### src/rtl/pll_chain_defs.svh
// register offsets, field positions, reset values and limits of the pll counter chain
// assumes byte addressing on a 32-bit ahb-lite bus, one word per register
`ifndef PLL_CHAIN_DEFS_SVH
`define PLL_CHAIN_DEFS_SVH

// ****************************************
// register offsets
// ****************************************
`define OFS_CTRL        8'h00
`define OFS_PRE_RATIO   8'h04
`define OFS_FB_RATIO    8'h08
`define OFS_OUT0        8'h0c
`define OFS_OUT_STEP    8'h04
`define OFS_STATUS      8'h20

// ****************************************
// field positions
// ****************************************
`define CTRL_MODE_LSB   0
`define CTRL_EXT_BIT    2
`define CTRL_SRST_BIT   3
`define OUT_HIGH_LSB    0
`define OUT_LOW_LSB     16
`define ST_OUT_LSB      0
`define ST_CASC_LSB     5
`define ST_REJ_BIT      10
`define ST_PHASE_LSB    16

// ****************************************
// reset values and limits
// ****************************************
`define RST_RATIO       10'h001
`define RST_HIGH        9'h001
`define RST_LOW         9'h001
`define RATIO_MAX       10'h200
`define SKEW_RATIO_MAX  10'h100
`define COUNT_MAX       9'h100

`endif

### src/rtl/pll_chain_pkg.sv
// types shared by the pll counter chain and its post-scale dividers
// assumes nothing of its surroundings
`default_nettype none

package pll_chain_pkg;

  typedef enum logic [1:0] {
    MODE_NORMAL       = 2'h0,
    MODE_SOURCE_SYNC  = 2'h1,
    MODE_NO_COMP      = 2'h2,
    MODE_PIN_ALIGNED  = 2'h3
  } fb_mode_t;

  typedef enum logic [1:0] {
    PH_IDLE = 2'h0,
    PH_HIGH = 2'h1,
    PH_LOW  = 2'h3
  } div_phase_t;

  typedef struct packed {
    logic [8:0] high;
    logic [8:0] low;
  } div_cfg_t;

  typedef struct packed {
    div_phase_t phase;
    logic [8:0] count;
  } div_state_t;

  typedef struct packed {
    logic [1:0]        refSync;
    logic              refPrev;
    logic [1:0]        loopResetSync;
    logic [9:0]        preCount;
    logic [9:0]        fbCount;
    logic              refTick;
    logic              fbTick;
    logic signed [7:0] phaseDiff;
    fb_mode_t          mode;
    logic              extEnable;
    logic              softReset;
    logic [9:0]        preRatio;
    logic [9:0]        fbRatio;
    div_cfg_t [4:0]    outCfg;
    logic              rejected;
    logic              dpWrite;
    logic [7:0]        dpAddr;
    logic [31:0]       rdata;
  } chain_state_t;

endpackage

`default_nettype wire

### src/rtl/pll_counter_divider_chain.sv
// counter chain of a phase-locked loop: pre-scale, feedback and five post-scale dividers
// assumes clock is the oscillator clock, refClockIn and loopResetReq are asynchronous pins
//
// What this block does
// - feedback mode selectable among four; every mode keeps all divider features.
// - one pre-scale and one feedback divider, each ratio 1 through 512.
// - pre-scale divider only divides frequency; no high/low duty control.
// - output rate is input times feedback over pre-scale times post-scale.
// - five independent post-scale dividers feed global net or external pin.
// - each output has its own divider of the shared oscillator clock.
// - post-scale ratio 1 through 512 allowed at fifty percent duty.
// - non-fifty-percent duty limits post-scale ratio to 1 through 256.
// - post-scale ratio equals high count plus low count.
// - cascading feeds one divider output into the next for larger ratios.
// - cascaded dividers act as one divider with the product ratio.
// - cascading fixed by configuration image; run-time writes cannot change it.
// - only the first output divider may drive the external clock pin.
// - active-high loop reset from core resets and resynchronizes all dividers.
//
// The implementer's own choices: the register addresses and the AHB-Lite slave port.
`timescale 1ns/1ps
`default_nettype none
`include "pll_chain_defs.svh"

module pll_counter_divider_chain
  import pll_chain_pkg::*;
#(
  parameter logic [4:0] CASCADE_MASK = 5'h00  // image setting, bit i chains divider i to i-1
)
(
  input  wire logic        clock,           // oscillator clock, 200 MHz
  input  wire logic        rst,             // sync reset, high
  input  wire logic        refClockIn,      // reference clock pin
  input  wire logic        loopResetReq,    // loop reset from core, high
  input  wire logic        hsel,            // ahb select
  input  wire logic [31:0] haddr,           // ahb address
  input  wire logic [1:0]  htrans,          // ahb transfer type
  input  wire logic        hwrite,          // ahb write
  input  wire logic [2:0]  hsize,           // ahb size
  input  wire logic [31:0] hwdata,          // ahb write data
  input  wire logic        hready,          // ahb bus ready
  output logic             hreadyout,       // ahb slave ready
  output logic             hresp,           // ahb response
  output logic [31:0]      hrdata,          // ahb read data
  output logic [4:0]       globalClockNet,  // divider outputs to clock net
  output logic             extClockOut,     // external clock pin
  output logic             extClockOe,      // external pin enable
  output fb_mode_t         feedbackMode,    // selected feedback mode
  output logic             refTickOut,      // phase detector reference tick
  output logic             fbTickOut        // phase detector feedback tick
);

  localparam int NUM_OUT = 5;

  // ****************************************
  // state and nets
  // ****************************************
  chain_state_t sReg;
  chain_state_t sNext;
  logic         loopReset;
  logic [4:0]   divTick;
  logic [4:0]   divAdvance;

  // ****************************************
  // legality checks
  // ****************************************
  function automatic logic ratio_ok(input logic [9:0] r);
    return (r != 10'h000) && (r <= `RATIO_MAX);
  endfunction

  // ****************************************
  // post-scale setting legality
  // ****************************************
  function automatic logic cfg_ok(input div_cfg_t c);
    logic [9:0] total;
    logic       even;
    total = {1'b0, c.high} + {1'b0, c.low};
    even  = (c.high == c.low) || (c.high == c.low + 9'h001) || (c.low == c.high + 9'h001);
    if ((c.high == 9'h000) || (c.high > `COUNT_MAX) || (c.low > `COUNT_MAX))
    begin
      return 1'b0;
    end
    if ((c.low == 9'h000) && (c.high != 9'h001))
    begin
      return 1'b0;
    end
    if (even)
    begin
      return total <= `RATIO_MAX;
    end
    return total <= `SKEW_RATIO_MAX;
  endfunction

  // ****************************************
  // state update and register bus
  // ****************************************
  always_comb
  begin
    sNext         = sReg;
    sNext.refTick = 1'b0;
    sNext.fbTick  = 1'b0;

    // ****************************************
    // pin synchronisers
    // ****************************************
    sNext.refSync       = {sReg.refSync[0], refClockIn};
    sNext.loopResetSync = {sReg.loopResetSync[0], loopResetReq};
    sNext.refPrev       = sReg.refSync[1];

    // ****************************************
    // reference pre-scale divider
    // ****************************************
    // pre-scale counts reference edges only
    if (sReg.refSync[1] && !sReg.refPrev)
    begin
      if (sReg.preCount + 10'h001 >= sReg.preRatio)
      begin
        sNext.preCount = 10'h000;
        sNext.refTick  = 1'b1;
      end
      else
      begin
        sNext.preCount = sReg.preCount + 10'h001;
      end
    end

    // ****************************************
    // feedback divider
    // ****************************************
    // feedback divides oscillator by m
    if (sReg.fbCount + 10'h001 >= sReg.fbRatio)
    begin
      sNext.fbCount = 10'h000;
      sNext.fbTick  = 1'b1;
    end
    else
    begin
      sNext.fbCount = sReg.fbCount + 10'h001;
    end

    // ****************************************
    // phase comparison
    // ****************************************
    if (sReg.refTick && !sReg.fbTick && (sReg.phaseDiff != 8'sh7f))
    begin
      sNext.phaseDiff = sReg.phaseDiff + 8'sh01;
    end
    else if (sReg.fbTick && !sReg.refTick && (sReg.phaseDiff != -8'sh80))
    begin
      sNext.phaseDiff = sReg.phaseDiff - 8'sh01;
    end

    // ****************************************
    // loop reset of counters
    // ****************************************
    // loop reset clears counters
    if (loopReset)
    begin
      sNext.preCount  = 10'h000;
      sNext.fbCount   = 10'h000;
      sNext.refTick   = 1'b0;
      sNext.fbTick    = 1'b0;
      sNext.phaseDiff = 8'sh00;
    end

    // ****************************************
    // register writes in the data phase
    // ****************************************
    if (sReg.dpWrite)
    begin
      case (sReg.dpAddr)
        `OFS_CTRL:
        begin
          sNext.mode      = fb_mode_t'(hwdata[`CTRL_MODE_LSB +: 2]);
          sNext.extEnable = hwdata[`CTRL_EXT_BIT];
          sNext.softReset = hwdata[`CTRL_SRST_BIT];
          sNext.rejected  = 1'b0;
        end
        `OFS_PRE_RATIO:
        begin
          sNext.rejected = !ratio_ok(hwdata[9:0]) || (hwdata[31:10] != 22'h000000);
          if (!sNext.rejected)
          begin
            sNext.preRatio = hwdata[9:0];
          end
        end
        `OFS_FB_RATIO:
        begin
          sNext.rejected = !ratio_ok(hwdata[9:0]) || (hwdata[31:10] != 22'h000000);
          if (!sNext.rejected)
          begin
            sNext.fbRatio = hwdata[9:0];
          end
        end
        default:
        begin
          for (int i = 0; i < NUM_OUT; i++)
          begin
            if (sReg.dpAddr == `OFS_OUT0 + 8'(i) * `OFS_OUT_STEP)
            begin
              sNext.rejected = !cfg_ok({hwdata[`OUT_HIGH_LSB +: 9], hwdata[`OUT_LOW_LSB +: 9]});
              if (!sNext.rejected)
              begin
                sNext.outCfg[i] = {hwdata[`OUT_HIGH_LSB +: 9], hwdata[`OUT_LOW_LSB +: 9]};
              end
            end
          end
        end
      endcase
    end

    // ****************************************
    // address phase and read data
    // ****************************************
    sNext.dpWrite = 1'b0;
    if (hsel && htrans[1] && hready)
    begin
      sNext.dpWrite = hwrite;
      sNext.dpAddr  = haddr[7:0];
      sNext.rdata   = 32'h00000000;
      if (!hwrite)
      begin
        case (haddr[7:0])
          `OFS_CTRL:
          begin
            sNext.rdata[`CTRL_MODE_LSB +: 2] = sNext.mode;
            sNext.rdata[`CTRL_EXT_BIT]       = sNext.extEnable;
            sNext.rdata[`CTRL_SRST_BIT]      = sNext.softReset;
          end
          `OFS_PRE_RATIO:
          begin
            sNext.rdata[9:0] = sNext.preRatio;
          end
          `OFS_FB_RATIO:
          begin
            sNext.rdata[9:0] = sNext.fbRatio;
          end
          `OFS_STATUS:
          begin
            sNext.rdata[`ST_OUT_LSB +: 5]   = globalClockNet;
            sNext.rdata[`ST_CASC_LSB +: 5]  = CASCADE_MASK;
            sNext.rdata[`ST_REJ_BIT]        = sNext.rejected;
            sNext.rdata[`ST_PHASE_LSB +: 8] = sNext.phaseDiff;
          end
          default:
          begin
            for (int i = 0; i < NUM_OUT; i++)
            begin
              if (haddr[7:0] == `OFS_OUT0 + 8'(i) * `OFS_OUT_STEP)
              begin
                sNext.rdata[`OUT_HIGH_LSB +: 9] = sNext.outCfg[i].high;
                sNext.rdata[`OUT_LOW_LSB +: 9]  = sNext.outCfg[i].low;
              end
            end
          end
        endcase
      end
    end

    // ****************************************
    // synchronous reset
    // ****************************************
    if (rst)
    begin
      // reference synchroniser keeps sampling so a high pin gives no false edge
      sNext.loopResetSync = 2'h0;
      sNext.preCount      = 10'h000;
      sNext.fbCount       = 10'h000;
      sNext.refTick       = 1'b0;
      sNext.fbTick        = 1'b0;
      sNext.phaseDiff     = 8'sh00;
      sNext.mode          = MODE_NORMAL;
      sNext.extEnable     = 1'b0;
      sNext.softReset     = 1'b0;
      sNext.preRatio      = `RST_RATIO;
      sNext.fbRatio       = `RST_RATIO;
      sNext.outCfg        = {NUM_OUT{`RST_HIGH, `RST_LOW}};
      sNext.rejected      = 1'b0;
      sNext.dpWrite       = 1'b0;
      sNext.dpAddr        = 8'h00;
      sNext.rdata         = 32'h00000000;
    end
  end

  // ****************************************
  // state register
  // ****************************************
  always_ff @(posedge clock)
  begin
    sReg <= sNext;
  end

  // ****************************************
  // loop reset
  // ****************************************
  // pin, soft bit or bus reset
  assign loopReset = rst || sReg.loopResetSync[1] || sReg.softReset;

  // ****************************************
  // post-scale dividers
  // ****************************************
  genvar g;
  generate
    for (g = 0; g < NUM_OUT; g++)
    begin : gen_out
      if (g == 0)
      begin : gen_first
        assign divAdvance[g] = 1'b1;
      end
      else
      begin : gen_next
        assign divAdvance[g] = CASCADE_MASK[g] ? divTick[g-1] : 1'b1;
      end

      post_scale_divider post_scale_divider_inst (
        .clock      (clock),
        .rst        (loopReset),
        .advance    (divAdvance[g]),
        .cfg        (sReg.outCfg[g]),
        .clkOut     (globalClockNet[g]),
        .periodTick (divTick[g])
      );
    end
  endgenerate

  // ****************************************
  // outputs
  // ****************************************
  // first divider only to pin
  assign extClockOut  = globalClockNet[0] && sReg.extEnable;
  assign extClockOe   = sReg.extEnable;
  assign feedbackMode = sReg.mode;
  assign refTickOut   = sReg.refTick;
  assign fbTickOut    = sReg.fbTick;
  assign hreadyout    = 1'b1;
  assign hresp        = 1'b0;
  assign hrdata       = sReg.rdata;

endmodule // pll_counter_divider_chain

`default_nettype wire

### src/rtl/post_scale_divider.sv
// one post-scale output divider: high count then low count of advance pulses
// assumes advance is a one-cycle enable on the oscillator clock
`timescale 1ns/1ps
`default_nettype none

module post_scale_divider
  import pll_chain_pkg::*;
(
  input  wire logic     clock,      // oscillator clock
  input  wire logic     rst,        // loop reset, sync, high
  input  wire logic     advance,    // count enable
  input  wire div_cfg_t cfg,        // high and low counts
  output logic          clkOut,     // divided clock
  output logic          periodTick  // last advance of a period
);

  div_state_t sReg;
  div_state_t sNext;

  // ****************************************
  // high then low phase counter
  // ****************************************
  always_comb
  begin
    sNext      = sReg;
    periodTick = 1'b0;
    case (sReg.phase)
      PH_IDLE:
      begin
        if (advance)
        begin
          sNext.phase = PH_HIGH;
          sNext.count = 9'h001;
        end
      end
      PH_HIGH:
      begin
        if (advance)
        begin
          if (sReg.count >= cfg.high)
          begin
            sNext.count = 9'h001;
            if (cfg.low == 9'h000)
            begin
              periodTick = 1'b1;
            end
            else
            begin
              sNext.phase = PH_LOW;
            end
          end
          else
          begin
            sNext.count = sReg.count + 9'h001;
          end
        end
      end
      PH_LOW:
      begin
        if (advance)
        begin
          if (sReg.count >= cfg.low)
          begin
            periodTick  = 1'b1;
            sNext.phase = PH_HIGH;
            sNext.count = 9'h001;
          end
          else
          begin
            sNext.count = sReg.count + 9'h001;
          end
        end
      end
      default:
      begin
        sNext.phase = PH_IDLE;
        sNext.count = 9'h000;
      end
    endcase
    if (rst)
    begin
      sNext.phase = PH_IDLE;
      sNext.count = 9'h000;
      periodTick  = 1'b0;
    end
  end

  always_ff @(posedge clock)
  begin
    sReg <= sNext;
  end

  assign clkOut = (sReg.phase == PH_HIGH);

endmodule // post_scale_divider

`default_nettype wire

### config.mk
export PLATFORM = sky130hd
export DESIGN_NAME = pll_counter_divider_chain
export DESIGN_NICKNAME = d
export VERILOG_FILES = /design/src/rtl/pll_chain_pkg.sv /design/src/rtl/pll_counter_divider_chain.sv /design/src/rtl/post_scale_divider.sv
export VERILOG_INCLUDE_DIRS = /design/src /design/src/rtl
export SDC_FILE = /design/constraint.sdc
export NUM_CORES = 1
export LEC_CHECK = 0
export BUFFER_PORTS_ARGS = -buffer_cell sky130_fd_sc_hd__buf_2
export CAP_MARGIN = 15
export CORE_MARGIN = 5
export CORE_UTILIZATION = 55
export CTS_CLUSTER_SIZE = 8
export DETAILED_ROUTE_END_ITERATION = 16
export HOLD_SLACK_MARGIN = 0.02
export PLACE_DENSITY = 0.88
export SYNTH_ARGS = -nofsm -noshare
export SYNTH_HDL_FRONTEND = slang
export SYNTH_SLANG_ARGS = --single-unit
### constraint.sdc
create_clock -name clock -period 4 [get_ports clock]
set_input_delay 0.4 -clock clock [delete_from_list [all_inputs] [get_ports clock]]
set_output_delay 0.4 -clock clock [all_outputs]
set_load 0.05 [all_outputs]
**After elaboration in Yosys (flattened, before gate mapping)**

Cells that the tools add are included.
W data, S select, Z words.

- Word-level logic and storage cells: 341
- Input port bits: 76
- Register bits after elaboration: 234
- Output and inout port bits: 45

- Add/sub/neg operators: 12
- Eq/ne operators: 46
- Bitwise gates (word level): 2
- Muxes and demuxes: 172
- Order comparisons: 17
- Reduce and logical (&&, ||, !) cells: 55

Operators with widths:

| kind | count |
|---|---|
| $mux W9 | 21 |
| $pmux W11 S3 | 5 |
| $mux W18 | 9 |
| $mux W115 | 1 |
| $mux W1 | 104 |
| $ge A9 B9 Y1 | 10 |
| $mux W90 | 1 |
| $eq A8 B5 Y1 const B | 8 |
| $add A9 B1 Y9 const B | 7 |
| $logic_not A9 Y1 | 7 |
| $mux W10 | 5 |
| $eq A8 B4 Y1 const B | 4 |
| $mux W2 | 15 |
| $eq A9 B9 Y1 | 3 |
| $mux W8 | 3 |
| $reduce_bool A22 Y1 | 1 |
| $add A10 B1 Y10 const B | 2 |
| $ge A10 B10 Y1 | 2 |
| $le A10 B10 Y1 const B | 2 |
| $ne A2 B2 Y1 const B | 10 |
| $pmux W5 S4 | 1 |
| $mux W19 | 1 |
| $gt A9 B9 Y1 const B | 2 |
| $eq A8 B3 Y1 const B | 2 |
| 26 further kinds | 78 |

**Depth between registers and ports, before layout**

- Depth in word-level cells: 37
- Depth in mapped cells: 16
- Mapped depth without buffers: 14

**By module**

From an unflattened synthesis, not the netlist that was laid out.

- Cells, all modules: 1925
- Area total of the unflattened synthesis: 15509.9 µm²

By module, submodules not included:

| module | instances | seq. area each (µm²) | cells an instance | area an instance (µm²) |
|---|---|---|---|---|
| pll_counter_divider_chain | 1 | 3583.4 | 1172 | 9937.0 |
| post_scale_divider (gen_out[2].post_scale_divider_inst ...) | 2 | 220.2 | 155 | 1131.1 |
| post_scale_divider (gen_out[0].post_scale_divider_inst ...) | 2 | 220.2 | 156 | 1126.1 |
| post_scale_divider (gen_out[4].post_scale_divider_inst) | 1 | 220.2 | 131 | 1058.5 |

**Least setup slack after synthesis**

Ideal clock, no wire load.

- Path type: input-to-reg
- Start point: in hwdata[1]
- End point: reg sReg, in the netlist hrdata[24]
- Arrival: 3708 ps
- Path buffers: 3
- Setup time: 125 ps
- Data required time: 3875 ps
- Path slack: 166 ps
- Cell stages on the path: 15
- Cells stage by stage: clkbuf_1 inv_1 fa_1 nor2b_4 o2111ai_1 and4_1 o2111ai_1 o211ai_1 a221oi_2 or3_1 buf_2 buf_6 mux2_4 a2111oi_2 o21ai_1

- Cells in the longest elaborated chain, start to end: 26
- Elaborated cells on any way between the ends: 129
- Those cells by class: add/sub (2); order compare (3); eq/ne (4); mux (114); reduce/logical (6)

RTL lines:

| what | RTL line | text |
|---|---|---|
| from (decl) | pll_counter_divider_chain.sv:40 | `input wire logic [31:0] hwdata,` |
| $add A9 B1 Y9 or $eq A9 B9 Y1 (tied branches) | pll_counter_divider_chain.sv:78 | `even = (c.high == c.low) \|\| (c.high == c.low + 9'h001) \|\| (c.low == c.high + 9'h001);` |
| $eq A9 B9 Y1 or $logic_or A1 B1 Y1 (tied branches) | pll_counter_divider_chain.sv:78 |  |
| $logic_or A1 B1 Y1 | pll_counter_divider_chain.sv:78 |  |
| $mux W1 (2 in series) | pll_counter_divider_chain.sv:87 | `if (even)` |
| $mux W1 | pll_counter_divider_chain.sv:83 | `if ((c.low == 9'h000) && (c.high != 9'h001))` |
| $mux W1 | pll_counter_divider_chain.sv:199 | `` if (sReg.dpAddr == `OFS_OUT0 + 8'(i) * `OFS_OUT_STEP) `` |
| $mux W1 | pll_counter_divider_chain.sv:171 | `case (sReg.dpAddr)` |
| $mux W1 | pll_counter_divider_chain.sv:169 | `if (sReg.dpWrite)` |
| (+6 left out) | -- |  |
| $mux W18 | pll_counter_divider_chain.sv:202 | `if (!sNext.rejected)` |
| $mux W19 | pll_counter_divider_chain.sv:199 |  |
| $mux W90 * | pll_counter_divider_chain.sv:171 |  |
| $mux W115 * | pll_counter_divider_chain.sv:169 |  |
| $mux W9 (4 in series) | pll_counter_divider_chain.sv:249 | `` if (haddr[7:0] == `OFS_OUT0 + 8'(i) * `OFS_OUT_STEP) `` |
| $mux W9 * | pll_counter_divider_chain.sv:249 |  |
| $mux W1 * | pll_counter_divider_chain.sv:223 | `case (haddr[7:0])` |
| $mux W9 * | pll_counter_divider_chain.sv:221 | `if (!hwrite)` |
| to (signal assigned) | pll_counter_divider_chain.sv:290 | `sReg <= sNext;` |
| to (decl) | pll_counter_divider_chain.sv:58 | `chain_state_t sReg;` |

Every way passes the cells marked *; elsewhere a longest branch is shown, timed or not. The select of a mux whose other input is x is not followed.
A chain may end at the register's enable or synchronous reset.

**Worst setup path after layout**

- Start point: in hwdata[0]
- End point: reg sReg, in the netlist hrdata[5]

- Cells in the longest elaborated chain, start to end: 26
- Elaborated cells on any way between the ends: 138
- Those cells by class: add/sub (2); order compare (4); eq/ne (4); mux (118); reduce/logical (10)

RTL lines:

| what | RTL line |
|---|---|
| $add A9 B1 Y9 or $eq A9 B9 Y1 (tied branches) | pll_counter_divider_chain.sv:78 |
| $eq A9 B9 Y1 or $logic_or A1 B1 Y1 (tied branches) | pll_counter_divider_chain.sv:78 |
| $logic_or A1 B1 Y1 | pll_counter_divider_chain.sv:78 |
| $mux W1 (2 in series) | pll_counter_divider_chain.sv:87 |
| $mux W1 | pll_counter_divider_chain.sv:83 |
| $mux W1 | pll_counter_divider_chain.sv:199 |
| $mux W1 | pll_counter_divider_chain.sv:171 |
| $mux W1 | pll_counter_divider_chain.sv:169 |
| (+5 left out) | -- |
| $mux W1 | pll_counter_divider_chain.sv:169 |
| $mux W18 | pll_counter_divider_chain.sv:202 |
| $mux W19 | pll_counter_divider_chain.sv:199 |
| $mux W90 | pll_counter_divider_chain.sv:171 |
| $mux W115 * | pll_counter_divider_chain.sv:169 |
| $mux W9 (5 in series) | pll_counter_divider_chain.sv:249 |
| $pmux W5 S4 * | pll_counter_divider_chain.sv:223 |
| $mux W11 * | pll_counter_divider_chain.sv:221 |

Marked as above.

==> impl_metrics.json <==
{
  "status": "complete, no violations",
  "cts_tree": "built",
  "core-area_um2": 25300,
  "dieArea_um2": 29100,
  "nNetsFinal": 1947,
  "vias": 13006,
  "arrival_ps": 3980,
  "netlist_area_um2": 14200,
  "antenna_found_initial": 1,
  "cts_htree_levels": 2,
  "min_period_ps": 3600,
  "final_max_slew_viol_count": 0,
  "yosys_register_bits": 234,
  "hold_viol": 0,
  "areaGrowthSynthToFinish_pct": 11.5,
  "num_rows": 58,
  "final_common_cell": "dfxtp_1",
  "finalWorstSetupSlack_ps": 401,
  "fin_skew_ps": 17.8,
  "rsz0062_at_grt": "false",
  "design_area_um2": 15800,
  "power_density_nw_per_um2": 363,
  "grt_pass1_vias": 12873,
  "dpl.hpwl_mm": 29.8,
  "drtIter0Drc": 1527,
  "crit_path_end_kind": "flip-flop",
  "crit_path_start_kind": "primary input",
  "relSlewSlack_pct": 35.9,
  "drt.antenna.violating_nets": 0,
  "drive_gt1_share_pct": 11.5,
  "r2r_start": "gen_out[0].post_scale_divider_inst.sReg[0]$_SDFF_PP0_",
  "fp.dieH_um": 171,
  "start_util_pct": 56.1,
  "routed_wl_mm": 41.5,
  "post-place-ws_ps": -24.8,
  "fillers": 1950,
  "ys_warn_count": 0,
  "grt_pass1_wl_mm": 65.8,
  "clockRootBuffer": "clkbuf_16",
  "worstMarginPinSlew_ps": 961,
  "synth_flop_cell": "dfxtp_1",
  "synth_edf_count": 0,
  "cp_slowest_cell": "fa_1",
  "drtPass1Iterations": 6,
  "wire_per_inst_um": 20.1,
  "grt_overflow_total": 0,
  "clockBufferDepth": 3,
  "async_flop_share_pct": 0,
  "layout_common_cells": "dfxtp_1, nor2_1, inv_1, ha_1, nand2_1",
  "cts_buffers": 35,
  "grt_max_degree": 77,
  "die_w_um": 171,
  "placed_cell_area_um2": 14900,
  "cts.repair.resized": 0,
  "required_ps": 4380,
  "seq_area_frac_synth_pct": 33.1,
  "remaining_drc_errors": 0,
  "postCtsHoldBufs": 1,
  "num_io_pins": 121,
  "port_buffers": 78,
  "utilization_pct": 62.6,
  "syn_inst": 1665,
  "max_freq_mhz": 278,
  "seq_area_um2": 4680,
  "place.gp.congestion": 0.942,
  "startpoint": "hwdata[0]",
  "maxCapViolCount": 0,
  "cellLeakagePower_nw": 6.64,
  "period_share_pct": 90.0,
  "synth_cell_types": 73,
  "gr-usage-all-layers_pct": 28.0,
  "clock_sinks": 234,
  "min_path_type": "primary input to flip-flop",
  "multiInputGateArea_um2": 8390,
  "critical_path.max_fanout": 18,
  "cp_cell_sequence": "buf_2 -> ha_1 -> inv_1 -> fa_1 -> nor2b_4 -> o2111ai_1 -> a31oi_1 -> o2111ai_1 -> o21bai_1 -> o211ai_1 -> buf_4 -> nor4b_4 -> buf_12 -> mux2i_1 -> o22ai_1 -> a211oi_1 -> o21ai_1",
  "path_clk_slew_ps": 50,
  "cp_common_cell": "o2111ai_1",
  "finalSetupViolCount": 0,
  "viasPerCell": 6.28,
  "min-delay-start": "loopResetReq",
  "worst-setup-path-type": "primary input to flip-flop",
  "cpPeakStageDelay_ps": 430,
  "syn_avg_cell_area_um2": 8.51,
  "clkLatencyLatePin_ps": 520,
  "cts_setup_buffers": 0,
  "ir_drop_mv": 0.359,
  "total_power_mw": 5.73
}
report_power, final:
part / internal (mW) / leakage [nW] / switching (mW) / total, mW
clock network: 1.58 / 0.463 / 1.02 / 2.60
registers: 2.37 / 1.89 / 0.0420 / 2.42
logic: 0.277 / 4.28 / 0.434 / 0.711
total: 4.23 / 6.64 / 1.49 / 5.73
worst max-delay path, delay by kind of cell:
| kind | cells | cell delay (ps) |
|---|---|---|
| AND/OR/NAND/NOR | 2 | 470 |
| buffers and inverters | 4 | 590 |
| adder cells (fa/ha/maj) | 2 | 610 |
| multiplexers | 1 | 280 |
| AO/OA/AOI/OAI | 8 | 1610 |
registers in the layout, indices dropped and copies added (netlist names):
register and cells:
gen_out.post_scale_divider_inst.sReg 55, sNext 2, extClockOe 1, feedbackMode 2, refTickOut 1, fbTickOut 1, sReg 152, hrdata 20
through the flow:
step,hold slack (ps),cells,TNS (ps)
floorplan,310,1677,0
global placement,313,2028,0
detailed placement,320,2028,-24.8
CTS,117,2069,0
global route,151,2069,0
finish,122,2070,0
worst paths after layout:
| kind | slack (ps) | to | depth (start not counted) |
|---|---|---|---|
| worst max-delay path | 400 | hrdata[5]$_SDFFE_PP0P_ | 17 |
| worst min-delay path | 120 | sReg[186]$_SDFF_PP0_ | 2 |
| worst max register to register | 750 | gen_out[0].post_scale_divider_inst.sReg[10]$_SDFFE_PP0P_ | 13 |
| worst min register to register | 330 | sNext[188]$_DFF_P_ | 0 |
routing by layer:
metal / share of wire (%) / GRT usage [%] / vias to the layer above
met5: 0.031 / 0 / -
met4: 6.3 / 16.1 / 2
met3: 11 / 6.10 / 213
met2: 45 / 44.9 / 764
met1: 38 / 34.9 / 6099
li1: - / - / 5928
cells in the mapped netlist (17+ instances only):
master,instances,area [um^2]
clkbuf_1,45,169
buf_4,47,353
xor2_1,38,333
ha_1,134,1680
mux2i_1,87,871
o21ai_0,41,205
nor4_1,21,131
nor2b_1,17,106
inv_1,137,514
a21oi_1,79,395
nand2b_1,28,175
xnor2_1,36,315
nor2_1,169,634
o22ai_1,24,150
a21o_1,88,661
dfxtp_1,234,4680
and3_1,23,144
nand4_1,17,106
nor3_1,28,140
a211oi_1,23,173
and2_1,23,144
nand2_1,91,342
nand3_1,58,290
cell families (layout without fill, tap and decap cells):
kind of cell	count (synthesis)	count (layout)	synth area share (%)
AOI/OAI and AO/OA	367	367	17.7
other	2	15	0.0530
DFF	234	234	33.1
muxes	97	97	6.97
adders and majority gates	135	135	12.0
and+or+nand+nor	508	508	17.6
xor gates and xnor gates	74	74	4.57
buffers and inverters	248	310	8.14
layout make-up:
class,count,area share (%)
Antenna cell,1,0.0158
Sequential cell,234,29.6
Clock inverter,4,0.222
Clock buffer,36,5.70
Multi-Input combinational cell,1195,53.1
Inverter,137,3.25
Tap cell,330,2.61
Timing Repair Buffer,133,5.43
(Power assumes the default switching activity.)
